### src/common/usb_ep_cfg_pkg.sv
/*
 * Constants for the endpoint FIFO and host endpoint configuration block.
 * Assumes a 32-bit AHB-Lite register port and a packet engine on the same clock.
 */
package usb_ep_cfg_pkg;
    localparam int NUM_EP = 4;
    localparam int SLOTS  = 8;
    // Register byte offsets.
    localparam logic [7:0] OFS_CTRL   = 8'h00;
    localparam logic [7:0] OFS_FRAME  = 8'h04;
    localparam logic [7:0] OFS_SELECT = 8'h08;
    localparam logic [7:0] OFS_FIFO   = 8'h0c;
    localparam logic [7:0] OFS_ADDR   = 8'h10;
    localparam logic [7:0] OFS_EPCFG  = 8'h14;
    localparam logic [7:0] OFS_OPT    = 8'h18;
    localparam logic [7:0] OFS_CMD    = 8'h1c;
    localparam logic [7:0] OFS_STATUS = 8'h20;
    // Control, command and option bit positions.
    localparam int CTRL_HOST  = 0;
    localparam int CTRL_HS    = 1;
    localparam int CTRL_PING  = 2;
    localparam int CMD_FLUSH  = 0;
    localparam int CMD_TOGGLE = 1;
    localparam int CMD_TOGVAL = 2;
    localparam int CMD_ACK    = 3;
    localparam int OPT_ATX    = 0;
    localparam int OPT_AREQ   = 1;
    localparam int OPT_ACLR   = 2;
    // Field positions.
    localparam int FIFO_GRAN  = 3;
    localparam int SIZE_LSB   = 16;
    localparam int TEP_LSB    = 12;
    localparam int LOW_BIT    = 16;
    localparam int TYPE_LSB   = 17;
    localparam int IVAL_LSB   = 24;
    localparam int NAKTO_LSB  = 8;
    // Reset values, fixed endpoint zero FIFO and NAK interval codes.
    localparam logic [2:0]  CTRL_RST     = 3'h4;
    localparam logic [9:0]  EP0_START    = 10'h000;
    localparam logic [3:0]  EP0_SIZE     = 4'h3;
    localparam logic [7:0]  NAK_DISABLE  = 8'h00;
    localparam logic [7:0]  NAK_MAX      = 8'h10;
    typedef enum logic [1:0] {
        TYPE_CONTROL     = 2'h0,
        TYPE_ISOCHRONOUS = 2'h1,
        TYPE_BULK        = 2'h2,
        TYPE_INTERRUPT   = 2'h3
    } xfer_type_e;
    typedef logic [12:0] level_t;
endpackage

### src/rtl/usb_ep_cfg.sv
/*
 * Endpoint FIFO placement, flush, frame capture and host endpoint timing.
 * Assumes a single AHB-Lite master and a packet engine on mclk_i that reports
 * frames, handshakes and FIFO levels per slot; slot = {endpoint, direction},
 * direction 0 transmits and direction 1 receives.
 */
`timescale 1ns/1ps
module usb_ep_cfg
    import usb_ep_cfg_pkg::*;
(
    // Clock and reset.
    input  wire logic        mclk_i,
    input  wire logic        reset_i,
    // AHB-Lite slave.
    input  wire logic        hsel_i,
    input  wire logic [7:0]  haddr_i,
    input  wire logic [1:0]  htrans_i,
    input  wire logic        hwrite_i,
    input  wire logic [2:0]  hsize_i,
    input  wire logic [31:0] hwdata_i,
    input  wire logic        hready_i,
    output logic      [31:0] hrdata_o,
    output logic             hreadyout_o,
    output logic             hresp_o,
    // Packet engine events.
    input  wire logic        sof_i,
    input  wire logic [10:0] frame_num_i,
    input  wire logic [2:0]  resp_slot_i,
    input  wire logic        nak_i,
    input  wire logic        ack_i,
    input  wire logic        rx_pkt_i,
    input  wire logic        rx_read_i,
    input  wire level_t      level_i [SLOTS],
    input  wire logic [2:0]  lookup_slot_i,
    // Mode outputs.
    output logic             host_role_o,
    output logic             hs_enable_o,
    output logic             ping_en_o,
    // Engine commands.
    output logic             flush_o,
    output logic      [2:0]  flush_slot_o,
    output logic             tog_force_o,
    output logic      [2:0]  tog_slot_o,
    output logic             tog_val_o,
    output logic      [7:0]  tx_start_o,
    output logic      [7:0]  in_req_o,
    output logic      [3:0]  rx_release_o,
    output logic      [7:0]  poll_due_o,
    // Slot configuration lookup, one cycle after lookup_slot_i.
    output logic      [12:0] fifo_start_o,
    output logic      [3:0]  fifo_size_o,
    output logic      [6:0]  tgt_addr_o,
    output logic      [3:0]  tgt_ep_o,
    output logic             speed_low_o,
    output logic      [1:0]  xfer_type_o,
    output logic      [10:0] max_payload_o
);
    // Frames for a 2^(v-1) setting; zero means no limit.
    function automatic logic [15:0] pow_frames(input logic [7:0] v);
        if (v == NAK_DISABLE)
            return 16'h0000;
        else if (v >= NAK_MAX)
            return 16'h8000;
        else
            return 16'h0001 << (v - 8'h01);
    endfunction

    // Bytes held by a FIFO of the given size code.
    function automatic level_t size_bytes(input logic [3:0] code);
        return 13'h0008 << code;
    endfunction

    logic [31:0] rd_reg, rd_next;
    logic        wr_reg, wr_next;
    logic [7:0]  wa_reg, wa_next;
    logic [2:0]  ctrl_reg, ctrl_next;
    logic [10:0] frame_reg, frame_next;
    logic [2:0]  sel_reg, sel_next;
    logic [9:0]  start_reg [SLOTS], start_next [SLOTS];
    logic [3:0]  size_reg [SLOTS], size_next [SLOTS];
    logic [6:0]  addr_reg [SLOTS], addr_next [SLOTS];
    logic [10:0] maxp_reg [SLOTS], maxp_next [SLOTS];
    logic [3:0]  tep_reg [SLOTS], tep_next [SLOTS];
    logic [7:0]  ival_reg [SLOTS], ival_next [SLOTS];
    logic [1:0]  type_reg [SLOTS], type_next [SLOTS];
    logic [2:0]  opt_reg [SLOTS], opt_next [SLOTS];
    logic [15:0] fcnt_reg [SLOTS], fcnt_next [SLOTS];
    logic [7:0]  low_reg, low_next, nakact_reg, nakact_next, nakto_reg, nakto_next;
    logic [7:0]  txp_reg, txp_next, rqp_reg, rqp_next, due_reg, due_next;
    logic [7:0]  txs_reg, txs_next, inr_reg, inr_next;
    logic [3:0]  rxr_reg, rxr_next, rel_reg, rel_next;
    logic        fl_reg, fl_next, tg_reg, tg_next, tv_reg, tv_next;
    logic [2:0]  fs_reg, fs_next, ts_reg, ts_next;
    logic [12:0] lk_start_reg, lk_start_next;
    logic [3:0]  lk_size_reg, lk_size_next, lk_tep_reg, lk_tep_next;
    logic [6:0]  lk_addr_reg, lk_addr_next;
    logic        lk_low_reg, lk_low_next;
    logic [1:0]  lk_type_reg, lk_type_next;
    logic [10:0] lk_maxp_reg, lk_maxp_next;
    logic        pen_reg, pen_next;
    logic        host;
    logic        sel_ep0;
    logic [31:0] wd;

    assign host    = ctrl_reg[CTRL_HOST];
    assign sel_ep0 = (sel_reg[2:1] == 2'h0);
    assign wd      = hwdata_i;

    // Bus address phase: zero wait states, so read data is fetched here.
    always_comb
    begin
        wr_next = hsel_i && hready_i && htrans_i[1] && hwrite_i && (hsize_i == 3'h2);
        wa_next = haddr_i;
        rd_next = 32'h0000_0000;
        if (hsel_i && hready_i && htrans_i[1] && !hwrite_i)
        begin
            unique case (haddr_i)
                OFS_CTRL:   rd_next = {29'h0, ctrl_reg};
                OFS_FRAME:  rd_next = {21'h0, frame_reg};
                OFS_SELECT: rd_next = {29'h0, sel_reg};
                OFS_FIFO:   rd_next = sel_ep0 ? {12'h0, EP0_SIZE, 3'h0, EP0_START, 3'h0}
                    : {12'h0, size_reg[sel_reg], 3'h0, start_reg[sel_reg], 3'h0};
                OFS_ADDR:   rd_next = {25'h0, addr_reg[sel_reg]};
                OFS_EPCFG:  rd_next = {ival_reg[sel_reg], 5'h0, type_reg[sel_reg],
                    low_reg[sel_reg], tep_reg[sel_reg], 1'b0, maxp_reg[sel_reg]};
                OFS_OPT:    rd_next = {29'h0, opt_reg[sel_reg]};
                OFS_STATUS: rd_next = {16'h0, nakto_reg, 4'h0, rxr_reg};
                default:    rd_next = 32'h0000_0000;
            endcase
        end
    end

    // Bus registers; the response is always OKAY with no wait states.
    always_ff @(posedge mclk_i)
    begin
        if (reset_i)
        begin
            wr_reg <= 1'b0;
            wa_reg <= 8'h00;
            rd_reg <= 32'h0000_0000;
        end
        else
        begin
            wr_reg <= wr_next;
            wa_reg <= wa_next;
            rd_reg <= rd_next;
        end
    end

    // Configuration writes, event tracking and command pulses.
    always_comb
    begin
        logic [15:0] lim;
        logic [15:0] per;
        logic        match;
        ctrl_next = ctrl_reg;
        sel_next = sel_reg;
        frame_next = sof_i ? frame_num_i : frame_reg;
        start_next = start_reg;
        size_next = size_reg;
        addr_next = addr_reg;
        maxp_next = maxp_reg;
        tep_next = tep_reg;
        ival_next = ival_reg;
        type_next = type_reg;
        opt_next = opt_reg;
        low_next = low_reg;
        fcnt_next = fcnt_reg;
        nakact_next = nakact_reg;
        nakto_next = nakto_reg;
        txp_next = txp_reg;
        rqp_next = rqp_reg;
        rxr_next = rxr_reg;
        due_next = 8'h00;
        txs_next = 8'h00;
        inr_next = 8'h00;
        rel_next = 4'h0;
        fl_next = 1'b0;
        tg_next = 1'b0;
        fs_next = fs_reg;
        ts_next = ts_reg;
        tv_next = tv_reg;
        lim = 16'h0000;
        per = 16'h0000;
        match = 1'b0;
        // Software clears come first so that engine sets below win.
        if (wr_reg)
        begin
            unique case (wa_reg)
                OFS_CTRL:   ctrl_next = wd[2:0];
                OFS_SELECT: sel_next = wd[2:0];
                OFS_FIFO:
                    if (!sel_ep0)
                    begin
                        start_next[sel_reg] = wd[12:FIFO_GRAN];
                        size_next[sel_reg] = wd[SIZE_LSB+:4];
                    end
                OFS_ADDR:   addr_next[sel_reg] = wd[6:0];
                OFS_EPCFG:
                begin
                    maxp_next[sel_reg] = wd[10:0];
                    tep_next[sel_reg] = wd[TEP_LSB+:4];
                    low_next[sel_reg] = wd[LOW_BIT];
                    type_next[sel_reg] = wd[TYPE_LSB+:2];
                    ival_next[sel_reg] = wd[IVAL_LSB+:8];
                end
                OFS_OPT:    opt_next[sel_reg] = wd[2:0];
                OFS_CMD:
                begin
                    fl_next = wd[CMD_FLUSH];
                    fs_next = sel_reg;
                    if (wd[CMD_FLUSH])
                    begin
                        txp_next[sel_reg] = 1'b0;
                        rqp_next[sel_reg] = 1'b0;
                        if (sel_reg[0])
                            rxr_next[sel_reg[2:1]] = 1'b0;
                    end
                    if (wd[CMD_TOGGLE] && host)
                    begin
                        tg_next = 1'b1;
                        ts_next = sel_ep0 ? 3'h0 : sel_reg;
                        tv_next = wd[CMD_TOGVAL];
                    end
                    if (wd[CMD_ACK] && sel_reg[0] && rxr_reg[sel_reg[2:1]])
                    begin
                        rxr_next[sel_reg[2:1]] = 1'b0;
                        rel_next[sel_reg[2:1]] = 1'b1;
                    end
                end
                OFS_STATUS:
                begin
                    nakto_next = nakto_reg & ~wd[NAKTO_LSB+:8];
                    rxr_next = rxr_next & ~wd[3:0];
                end
                default: ;
            endcase
        end
        // Ping follows the control value being written, so the output keeps the same timing.
        pen_next = ctrl_next[CTRL_PING] && ctrl_next[CTRL_HOST];
        for (int i = 0; i < SLOTS; i++)
        begin
            match = (resp_slot_i == i[2:0]);
            lim = pow_frames(ival_reg[i]);
            per = (ival_reg[i] == 8'h00) ? 16'h0001 : {8'h00, ival_reg[i]};
            if (host && i >= 2 && type_reg[i] == TYPE_INTERRUPT)
            begin
                if (sof_i && fcnt_reg[i] + 16'h0001 >= per)
                begin
                    due_next[i] = 1'b1;
                    fcnt_next[i] = 16'h0000;
                end
                else if (sof_i)
                    fcnt_next[i] = fcnt_reg[i] + 16'h0001;
            end
            else if (host && i >= 2 && type_reg[i] == TYPE_ISOCHRONOUS)
            begin
                if (sof_i && fcnt_reg[i] + 16'h0001 >= (lim == 16'h0 ? 16'h1 : lim))
                begin
                    due_next[i] = 1'b1;
                    fcnt_next[i] = 16'h0000;
                end
                else if (sof_i)
                    fcnt_next[i] = fcnt_reg[i] + 16'h0001;
            end
            else if (host)
            begin
                // Control, bulk and endpoint zero: count frames of unbroken NAKs.
                if (match && ack_i)
                begin
                    nakact_next[i] = 1'b0;
                    fcnt_next[i] = 16'h0000;
                end
                else if (match && nak_i)
                    nakact_next[i] = 1'b1;
                if (sof_i && nakact_reg[i] && lim != 16'h0000)
                begin
                    if (fcnt_reg[i] + 16'h0001 >= lim)
                    begin
                        nakto_next[i] = 1'b1;
                        nakact_next[i] = 1'b0;
                        fcnt_next[i] = 16'h0000;
                    end
                    else
                        fcnt_next[i] = fcnt_reg[i] + 16'h0001;
                end
            end
            else
            begin
                fcnt_next[i] = 16'h0000;
                nakact_next[i] = 1'b0;
            end
            // Transmit slots send by themselves once a full packet is loaded.
            if (i % 2 == 0)
            begin
                if (level_i[i] < {2'b00, maxp_reg[i]})
                    txp_next[i] = 1'b0;
                else if (opt_reg[i][OPT_ATX] && !txp_reg[i] && maxp_reg[i] != 11'h0)
                begin
                    txs_next[i] = 1'b1;
                    txp_next[i] = 1'b1;
                end
            end
            else
            begin
                if (rx_pkt_i && match)
                begin
                    rqp_next[i] = 1'b0;
                    rxr_next[i/2] = 1'b1;
                end
                else if (host && opt_reg[i][OPT_AREQ] && !rqp_reg[i] && maxp_reg[i] != 11'h0 &&
                    size_bytes(size_reg[i]) - level_i[i] >= {2'b00, maxp_reg[i]})
                begin
                    inr_next[i] = 1'b1;
                    rqp_next[i] = 1'b1;
                end
                if (rx_read_i && match && opt_reg[i][OPT_ACLR] && rxr_reg[i/2]
                    && !rx_pkt_i)
                begin
                    rxr_next[i/2] = 1'b0;
                    rel_next[i/2] = 1'b1;
                end
            end
        end
    end

    // Configuration and event state.
    always_ff @(posedge mclk_i)
    begin
        if (reset_i)
        begin
            ctrl_reg <= CTRL_RST;
            sel_reg <= 3'h0;
            pen_reg <= CTRL_RST[CTRL_PING] && CTRL_RST[CTRL_HOST];
            frame_reg <= 11'h000;
            for (int i = 0; i < SLOTS; i++)
            begin
                start_reg[i] <= 10'h000;
                size_reg[i] <= 4'h0;
                addr_reg[i] <= 7'h00;
                maxp_reg[i] <= 11'h000;
                tep_reg[i] <= 4'h0;
                ival_reg[i] <= 8'h00;
                type_reg[i] <= 2'h0;
                opt_reg[i] <= 3'h0;
                fcnt_reg[i] <= 16'h0000;
            end
            {low_reg, nakact_reg, nakto_reg, txp_reg, rqp_reg} <= 40'h00_0000_0000;
            {due_reg, txs_reg, inr_reg, rxr_reg, rel_reg} <= 32'h0000_0000;
            {fl_reg, tg_reg, tv_reg, fs_reg, ts_reg} <= 9'h000;
        end
        else
        begin
            ctrl_reg <= ctrl_next;
            sel_reg <= sel_next;
            pen_reg <= pen_next;
            frame_reg <= frame_next;
            start_reg <= start_next;
            size_reg <= size_next;
            addr_reg <= addr_next;
            maxp_reg <= maxp_next;
            tep_reg <= tep_next;
            ival_reg <= ival_next;
            type_reg <= type_next;
            opt_reg <= opt_next;
            fcnt_reg <= fcnt_next;
            {low_reg, nakact_reg, nakto_reg, txp_reg, rqp_reg} <=
                {low_next, nakact_next, nakto_next, txp_next, rqp_next};
            {due_reg, txs_reg, inr_reg, rxr_reg, rel_reg} <=
                {due_next, txs_next, inr_next, rxr_next, rel_next};
            {fl_reg, tg_reg, tv_reg, fs_reg, ts_reg} <=
                {fl_next, tg_next, tv_next, fs_next, ts_next};
        end
    end

    // Lookup for the engine; host fields read zero in device role.
    always_comb
    begin
        logic ep0;
        ep0 = (lookup_slot_i[2:1] == 2'h0);
        lk_start_next = ep0 ? {EP0_START, 3'h0} : {start_reg[lookup_slot_i], 3'h0};
        lk_size_next = ep0 ? EP0_SIZE : size_reg[lookup_slot_i];
        lk_maxp_next = maxp_reg[lookup_slot_i];
        lk_addr_next = host ? addr_reg[lookup_slot_i] : 7'h00;
        lk_tep_next = host ? tep_reg[lookup_slot_i] : 4'h0;
        lk_low_next = host && low_reg[lookup_slot_i];
        lk_type_next = host ? type_reg[lookup_slot_i] : 2'h0;
    end

    // Lookup registers.
    always_ff @(posedge mclk_i)
    begin
        if (reset_i)
        begin
            {lk_start_reg, lk_size_reg, lk_maxp_reg} <= 28'h000_0000;
            {lk_addr_reg, lk_tep_reg, lk_low_reg, lk_type_reg} <= 14'h0000;
        end
        else
        begin
            {lk_start_reg, lk_size_reg, lk_maxp_reg} <=
                {lk_start_next, lk_size_next, lk_maxp_next};
            {lk_addr_reg, lk_tep_reg, lk_low_reg, lk_type_reg} <=
                {lk_addr_next, lk_tep_next, lk_low_next, lk_type_next};
        end
    end

    assign hrdata_o = rd_reg;
    // No wait states and no error responses, so these never move.
    assign hreadyout_o = 1'b1;
    assign hresp_o = 1'b0;
    assign host_role_o = ctrl_reg[CTRL_HOST];
    assign hs_enable_o = ctrl_reg[CTRL_HS];
    assign ping_en_o = pen_reg;
    assign {flush_o, flush_slot_o, tog_force_o, tog_slot_o, tog_val_o} =
        {fl_reg, fs_reg, tg_reg, ts_reg, tv_reg};
    assign {tx_start_o, in_req_o, rx_release_o, poll_due_o} = {txs_reg, inr_reg, rel_reg, due_reg};
    assign {fifo_start_o, fifo_size_o, max_payload_o} = {lk_start_reg, lk_size_reg, lk_maxp_reg};
    assign {tgt_addr_o, tgt_ep_o, speed_low_o, xfer_type_o} =
        {lk_addr_reg, lk_tep_reg, lk_low_reg, lk_type_reg};
endmodule

### config.mk
export PLATFORM = sky130hd
export DESIGN_NAME = usb_ep_cfg
export DESIGN_NICKNAME = d
export VERILOG_FILES = /design/src/common/usb_ep_cfg_pkg.sv /design/src/rtl/usb_ep_cfg.sv
export SDC_FILE = /design/constraint.sdc
export NUM_CORES = 2
export LEC_CHECK = 0
export ABC_AREA = 1
export ABC_CLOCK_PERIOD_IN_PS = 5230
export BUFFER_PORTS_ARGS = -buffer_cell sky130_fd_sc_hd__buf_2
export CAP_MARGIN = 0
export CORE_MARGIN = 2
export CORE_UTILIZATION = 25
export CTS_CLUSTER_SIZE = 24
export DETAILED_ROUTE_END_ITERATION = 7
export PLACE_DENSITY_LB_ADDON = 0.12
export SKIP_CTS_REPAIR_TIMING = 1
export SLEW_MARGIN = 25
export SYNTH_ARGS = -nofsm -noshare
export SYNTH_HDL_FRONTEND = slang
export SYNTH_SLANG_ARGS = --single-unit
### constraint.sdc
create_clock -name mclk_i -period 5.23 [get_ports mclk_i]
set_input_delay 0.523 -clock mclk_i [delete_from_list [all_inputs] [get_ports mclk_i]]
set_output_delay 0.523 -clock mclk_i [all_outputs]
set_load 0.01 [all_outputs]
* Yosys cells after proc, flatten, opt, wreduce, memory -nomap -nowiden
Cells that the tools add are included.
Operators by class: $add $sub $neg 20, multiply operators 0, divide/modulo/power cells 0, magnitude comparators 44, equal/unequal tests 40, shift-type cells 12, mux-type cells 310, bitwise operators 29, reductions and logical operators 235
Operators by type and width (number):
- 16-bit two-way mux | 82
- 32-bit case mux with 8 select lines | 1
- 16-bit greater-or-equal comparator | 14
- 16-bit by 1-bit adder with 16-bit output, second input constant | 8
- 1-bit two-way mux | 128
- 16-bit nonzero test | 8
- 1-bit by 8-bit left shift with 16-bit output, first input constant | 8
- 1-bit logical AND | 113
- 8-bit two-way mux | 14
- 16-bit by 8-bit greater-or-equal comparator with 1-bit output | 6
- 16-bit logical NOT | 6
- 88-bit bitwise mux | 1
- 11-bit nonzero test | 8
- 80-bit bitwise mux | 1
- 8-bit logical NOT | 10
- 4-bit two-way mux | 18
- 11-bit binary-select mux with 3-bit select | 2
- 32-bit bitwise mux | 2
- 64-bit bitwise mux | 1
- 8-bit by 5-bit greater-or-equal comparator with 1-bit output, second input constant | 8
- 8-bit by 1-bit subtractor with 8-bit output, second input constant | 8
- 10-bit binary-select mux with 3-bit select | 2
- 2-bit nonzero test | 30
- 56-bit bitwise mux | 1
- 60 further kinds | 210
Storage, ports and cells: register bits 702, latch bits 0, memory bits (writable) 0, bits in read-only memories 0, logic and storage cells 820, memories kept 0

* Depth between registers and ports, before layout
word-level depth 15, depth in mapped cells 31, depth with buffers taken out 29

* Least setup slack after synthesis
Ideal clock, no wire load.
path type register to register, from register ival_reg[24] (netlist name), to register fcnt_reg[49] (netlist name), arrival 3.687 ns, data required time 5.160 ns, slack 1.474 ns, cell stages (with the launch flop) 29, period minus slack after synthesis 3.756 ns, cells stage by stage dfxtp_1 > inv_2 > ha_1 > xnor2_1 > inv_1 > nand4_1 > nor2_1 > nor2_1 > nand2_1 > nor2_1 > nand2_4 > buf_4 > o21ai_0 > ha_1 > inv_1 > a21oi_1 > o21ai_0 > nand2_1 > o211ai_1 > nand2_1 > nand3_1 > nand2_1 > inv_1 > nor2_1 > clkbuf_1 > nand2_1 > nand2_1 > nand2_1 > a21oi_1
Between the ends: word-level cells in the longest chain between the ends 11, elaborated cells on any way between the ends 24
RTL lines:
- from (decl) | RTL line usb_ep_cfg.sv:84 | logic [7:0] ival_reg [SLOTS], ival_next [SLOTS];
- from (signal assigned) | RTL line usb_ep_cfg.sv:363 | ival_reg <= ival_next;
- 8-bit by 1-bit subtractor with 8-bit output | RTL line usb_ep_cfg.sv:65 | return 16'h0001 << (v - 8'h01);
- 1-bit by 8-bit left shift with 16-bit output | RTL line usb_ep_cfg.sv:65
- 16-bit two-way mux | RTL line usb_ep_cfg.sv:62 | else if (v >= NAK_MAX)
- 16-bit two-way mux | RTL line usb_ep_cfg.sv:60 | if (v == NAK_DISABLE)
- 16-bit logical NOT | RTL line usb_ep_cfg.sv:258 | if (sof_i && fcnt_reg[i] + 16'h0001 >= (lim == 16'h0 ? 16'h1 : lim))
- 16-bit two-way mux | RTL line usb_ep_cfg.sv:258
- 16-bit greater-or-equal comparator | RTL line usb_ep_cfg.sv:258
- 1-bit logical AND | RTL line usb_ep_cfg.sv:258
- 16-bit two-way mux | RTL line usb_ep_cfg.sv:258
- 16-bit two-way mux | RTL line usb_ep_cfg.sv:256 | else if (host && i >= 2 && type_reg[i] == TYPE_ISOCHRONOUS)
- 16-bit two-way mux | RTL line usb_ep_cfg.sv:246 | if (host && i >= 2 && type_reg[i] == TYPE_INTERRUPT)
- to (signal assigned) | RTL line usb_ep_cfg.sv:366 | fcnt_reg <= fcnt_next;
- to (decl) | RTL line usb_ep_cfg.sv:87 | logic [15:0] fcnt_reg [SLOTS], fcnt_next [SLOTS];
Several ways; a longest one is shown, not always the timed one. A chain may end at the register's enable or synchronous reset.

* Final worst setup path
from register ival_reg[32] (netlist name), to register fcnt_reg[65] (netlist name)
Same word-level chain as after synthesis.

==> summary.md <==
| Metric | Value |
|---|---|
| Most frequent CP cell | `nand2_1` |
| RSZ-0062 raised after global routing | `no` |
| First-pass GRT wire length | `322 mm` |
| Initial DRT Pass Iterations | `6` |
| Area contributors post-synth | `dfxtp_1, ha_1, a21oi_1, nand2_1, o21ai_0` |
| Die span in x | `445 µm` |
| R2R Path Start | `ival_reg[32]$_SDFFE_PP0P_` |
| Worst slack, placed | `0.903 ns` |
| Initial DRC Count | `between 4000 and 5000` |
| Worst Setup End Kind | `flop` |
| Wire per inst | `21.7 µm` |
| HP Class | `input port to flop` |
| Final HPWL DP | `162 mm` |
| Post-DRT Antenna Nets | `0` |
| CP max stage delay | `0.61 ns` |
| Vias post-DR | `51332` |
| Flops & latches, synth | `675` |
| CTS sink count | `675` |
| Crit path max fanout | `18` |
| Pleak | `0.0224 µW` |
| I/O pin count | `292` |
| P&R area growth vs syn | `14.7%` |
| RR Endpoint | `fcnt_reg[65]$_SDFFE_PP0P_` |
| R2r worst-path depth | `23` |
| CP Data Required Time | `roughly 5.9 ns` |
| Share of cells above drive strength 1 | `8.73%` |
| H-Tree Depth | `3` |
| Startpoint Class | `flop` |
| CP delay by family, top | `simple AND/OR/NAND/NOR gates` |
| Asr flop ratio synth | `0%` |
| Max-Slew Margin vs Limit | `20.9%` |
| Initial antenna violation count | `35` |
| Seq/Total Area, Yosys | `27.8%` |
| CORE AREA | `193000 µm²` |
| Mapped Cells | `between 7000 and 8000` |
| Routed wire length | `219 mm` |
| Avg Cell Area, Syn | `6.59 µm²` |
| Nets | `8093` |
| EDFF count, synth | `0` |
| Reported max-cap violation count | `0` |
| Setup Viol. Count Final | `0` |
| Mapped cell area | `a little under 50000 µm²` |
| Maximum VDD drop | `0.261 mV` |
| Hold depth | `4` |
| Period utilization | `83.0%` |
| Worst EP arrival | `4.98 ns` |
| Grt ovf | `0` |
| Slowest stage cell, crit path | `xnor2_2` |
| Netlist cell types | `69` |
| Post-layout worst setup margin | `about 0.89 ns` |
| Register Area | `13500 µm²` |
| Min-delay src | `hsize_i[0]` |
| Peak Freq | `230 MHz` |
| Syn. warnings | `0` |
| Vias in the first global route | `~48000` |
| I/O Buffers | `267` |
| Worst hold path endpoint | `wr_reg$_SDFF_PP0_` |
| Root buf cell | `clkbuf_16` |
| Area share of the largest cell type after synthesis | `27.8%` |
| Clock buffer depth | `3` |
| Worst-path clk slew | `0.06 ns` |
| Filler cell count | `21477` |
| Reg2reg setup slack | `~0.89 ns` |
| Row cnt | `between 150 and 200` |
| Final Critical Period | `between 4 and 5 ns` |
| Drt via density | `5.08` |
| Worst path cell trace | `inv_1 > ha_1 > xnor2_2 > inv_1 > o311ai_0 > inv_1 > nor2_1 > nand3_4 > nand2_1 > ha_1 > inv_1 > a21oi_1 > o21ai_0 > nand2_1 > o211ai_1 > nand2_1 > nand3_1 > nand3_1 > nand2_1 > a21oi_1 > o21bai_1 > nand2_1 > a21oi_1` |
| Drt drc | `0` |
| Tot GR Track Use | `a little over a fifth` |
| Final setup TNS | `0 ns` |
| DIE AREA | `198000 µm²` |
| Starting Density | `25.2%` |
| Fin. Hold Viols | `0` |
| Placer Congestion | `0.886` |
| Outcome | `finished, final reports clean` |
| Max Slew Vio Count | `0` |
| Worst Setup Path Type | `flop to flop` |
| CTS tree | `yes` |
| Pin count of the biggest net entering global routing | `158` |
| Crit path buf inv count | `4` |
| Largest area contributor in the netlist | `dfxtp_1` |
| Die Height | `445 µm` |
| Multi-input gate area | `30000 µm²` |
| Inserted Clock Buffers | `92` |
| Power Density | `229 nW/µm²` |
| Worst-skew pair later-pin latency | `0.73 ns` |
| Ys flop type | `dfxtp_1` |
| Largest register FFs | `128` |
| Clock skew | `0.0278 ns` |
| Worst-Margin Slew | `about 1.2 ns` |
## area by class of cell
class	instances	area share, %
clock inverters	43	0.935
well taps	2526	5.66
inverters	980	6.62
repair buffers	382	4.09
clock buffers	128	4.71
multi-input cells	5366	53.7
diodes	14	0.0628
flip-flops and latches	675	24.2
## per-layer routing
layer / GRT usage, % / share of wire, % / routed length, µm / up-vias
met5: 0 / 0.047 / 103 / -
met4: 9.76 / 4.5 / 9910 / 16
met3: 2.27 / 4.9 / 10700 / 358
met2: 35.3 / 46 / 101000 / 1471
met1: 28.0 / 45 / 97400 / 24072
li1: - / - / - / 25415
## stage by stage
step                      cells  power, µW  util (%)  hold slack (ns)  cell area (µm²)
after floorplan            7405       5790         -            0.400            48700
after detailed placement   9927       6170      27.3            0.409            52600
after global routing      10109      13200      28.9           0.0304            55800
final                     10114      12800      28.9           0.0343            55800
after CTS                 10098      13000      28.9           -0.112            55800
after global placement     9927       6160      27.2            0.406            52600
## synthesized netlist by cell type (28+ instances only)
master    instances
a21oi_1         959
a31oi_1          46
buf_4            28
clkbuf_1        313
dfxtp_1         675
ha_1            420
inv_1           944
nand2_1        1190
nand3_1         525
nand4_1         162
nor2_1          512
nor3_1          144
nor4_1           32
o211ai_1         36
o21ai_0         763
o22ai_1         151
xnor2_1          42
xor2_1           90
## logic make-up after synthesis
| kind of cell | after synthesis | share of synthesized area, % |
|---|---|---|
| other | 2 | 0.0154 |
| DFF | 675 | 27.8 |
| buffers and inverters | 1364 | 10.9 |
| and+or+nand+nor | 2649 | 24.0 |
| adders and majority gates | 420 | 10.8 |
| AOI/OAI and AO/OA | 2141 | 24.0 |
| xor gates and xnor gates | 137 | 2.54 |
## worst max path at each step
stage                                            to  cells past startpoint                       from
after floorplan           fcnt_reg[49]$_SDFFE_PP0P_                     28  ival_reg[24]$_SDFFE_PP0P_
after global placement    fcnt_reg[65]$_SDFFE_PP0P_                     23  ival_reg[32]$_SDFFE_PP0P_
after detailed placement  fcnt_reg[65]$_SDFFE_PP0P_                     23  ival_reg[32]$_SDFFE_PP0P_
after CTS                 fcnt_reg[65]$_SDFFE_PP0P_                     23  ival_reg[32]$_SDFFE_PP0P_
after global routing      fcnt_reg[65]$_SDFFE_PP0P_                     23  ival_reg[32]$_SDFFE_PP0P_
final                     fcnt_reg[65]$_SDFFE_PP0P_                     23  ival_reg[32]$_SDFFE_PP0P_
## layout by cell type, fill, tap and decap left out, types with 16 or more instances in the layout
cell | Yosys | layout
buf_4 | 28 | 111
nand3_1 | 525 | 522
a221oi_1 | 19 | 19
ha_1 | 420 | 420
inv_2 | 13 | 18
xnor2_1 | 42 | 42
clkbuf_1 | 313 | 18
clkbuf_16 | 0 | 93
inv_1 | 944 | 933
clkinv_1 | 22 | 24
o221ai_1 | 16 | 16
nor4_1 | 32 | 32
a21oi_1 | 959 | 957
clkbuf_8 | 0 | 17
nand4_1 | 162 | 162
o21ai_0 | 763 | 763
o22ai_1 | 151 | 151
o211ai_1 | 36 | 36
o41ai_1 | 25 | 24
clkinv_2 | 0 | 24
dfxtp_1 | 675 | 675
conb_1 | 2 | 19
nor2_1 | 512 | 511
a31oi_1 | 46 | 45
buf_2 | 10 | 263
xor2_1 | 90 | 90
nor3_2 | 15 | 16
nor3_1 | 144 | 143
nand2_1 | 1190 | 1183
## tightest hold or removal path: cells and delay by family
| family | cells | cell delay [ns] |
|---|---|---|
| simple gates | 2 | 0.09 |
| buf+inv | 2 | 0.10 |
## report_power, final
group / switching [µW] / total (µW) / internal (µW)
clock network: 2790 / 6710 / 3920
registers: 14.8 / 5180 / 5170
logic: 626 / 880 / 253
total: 3430 / 12800 / 9340
Power figures use the tool's default switching activity.
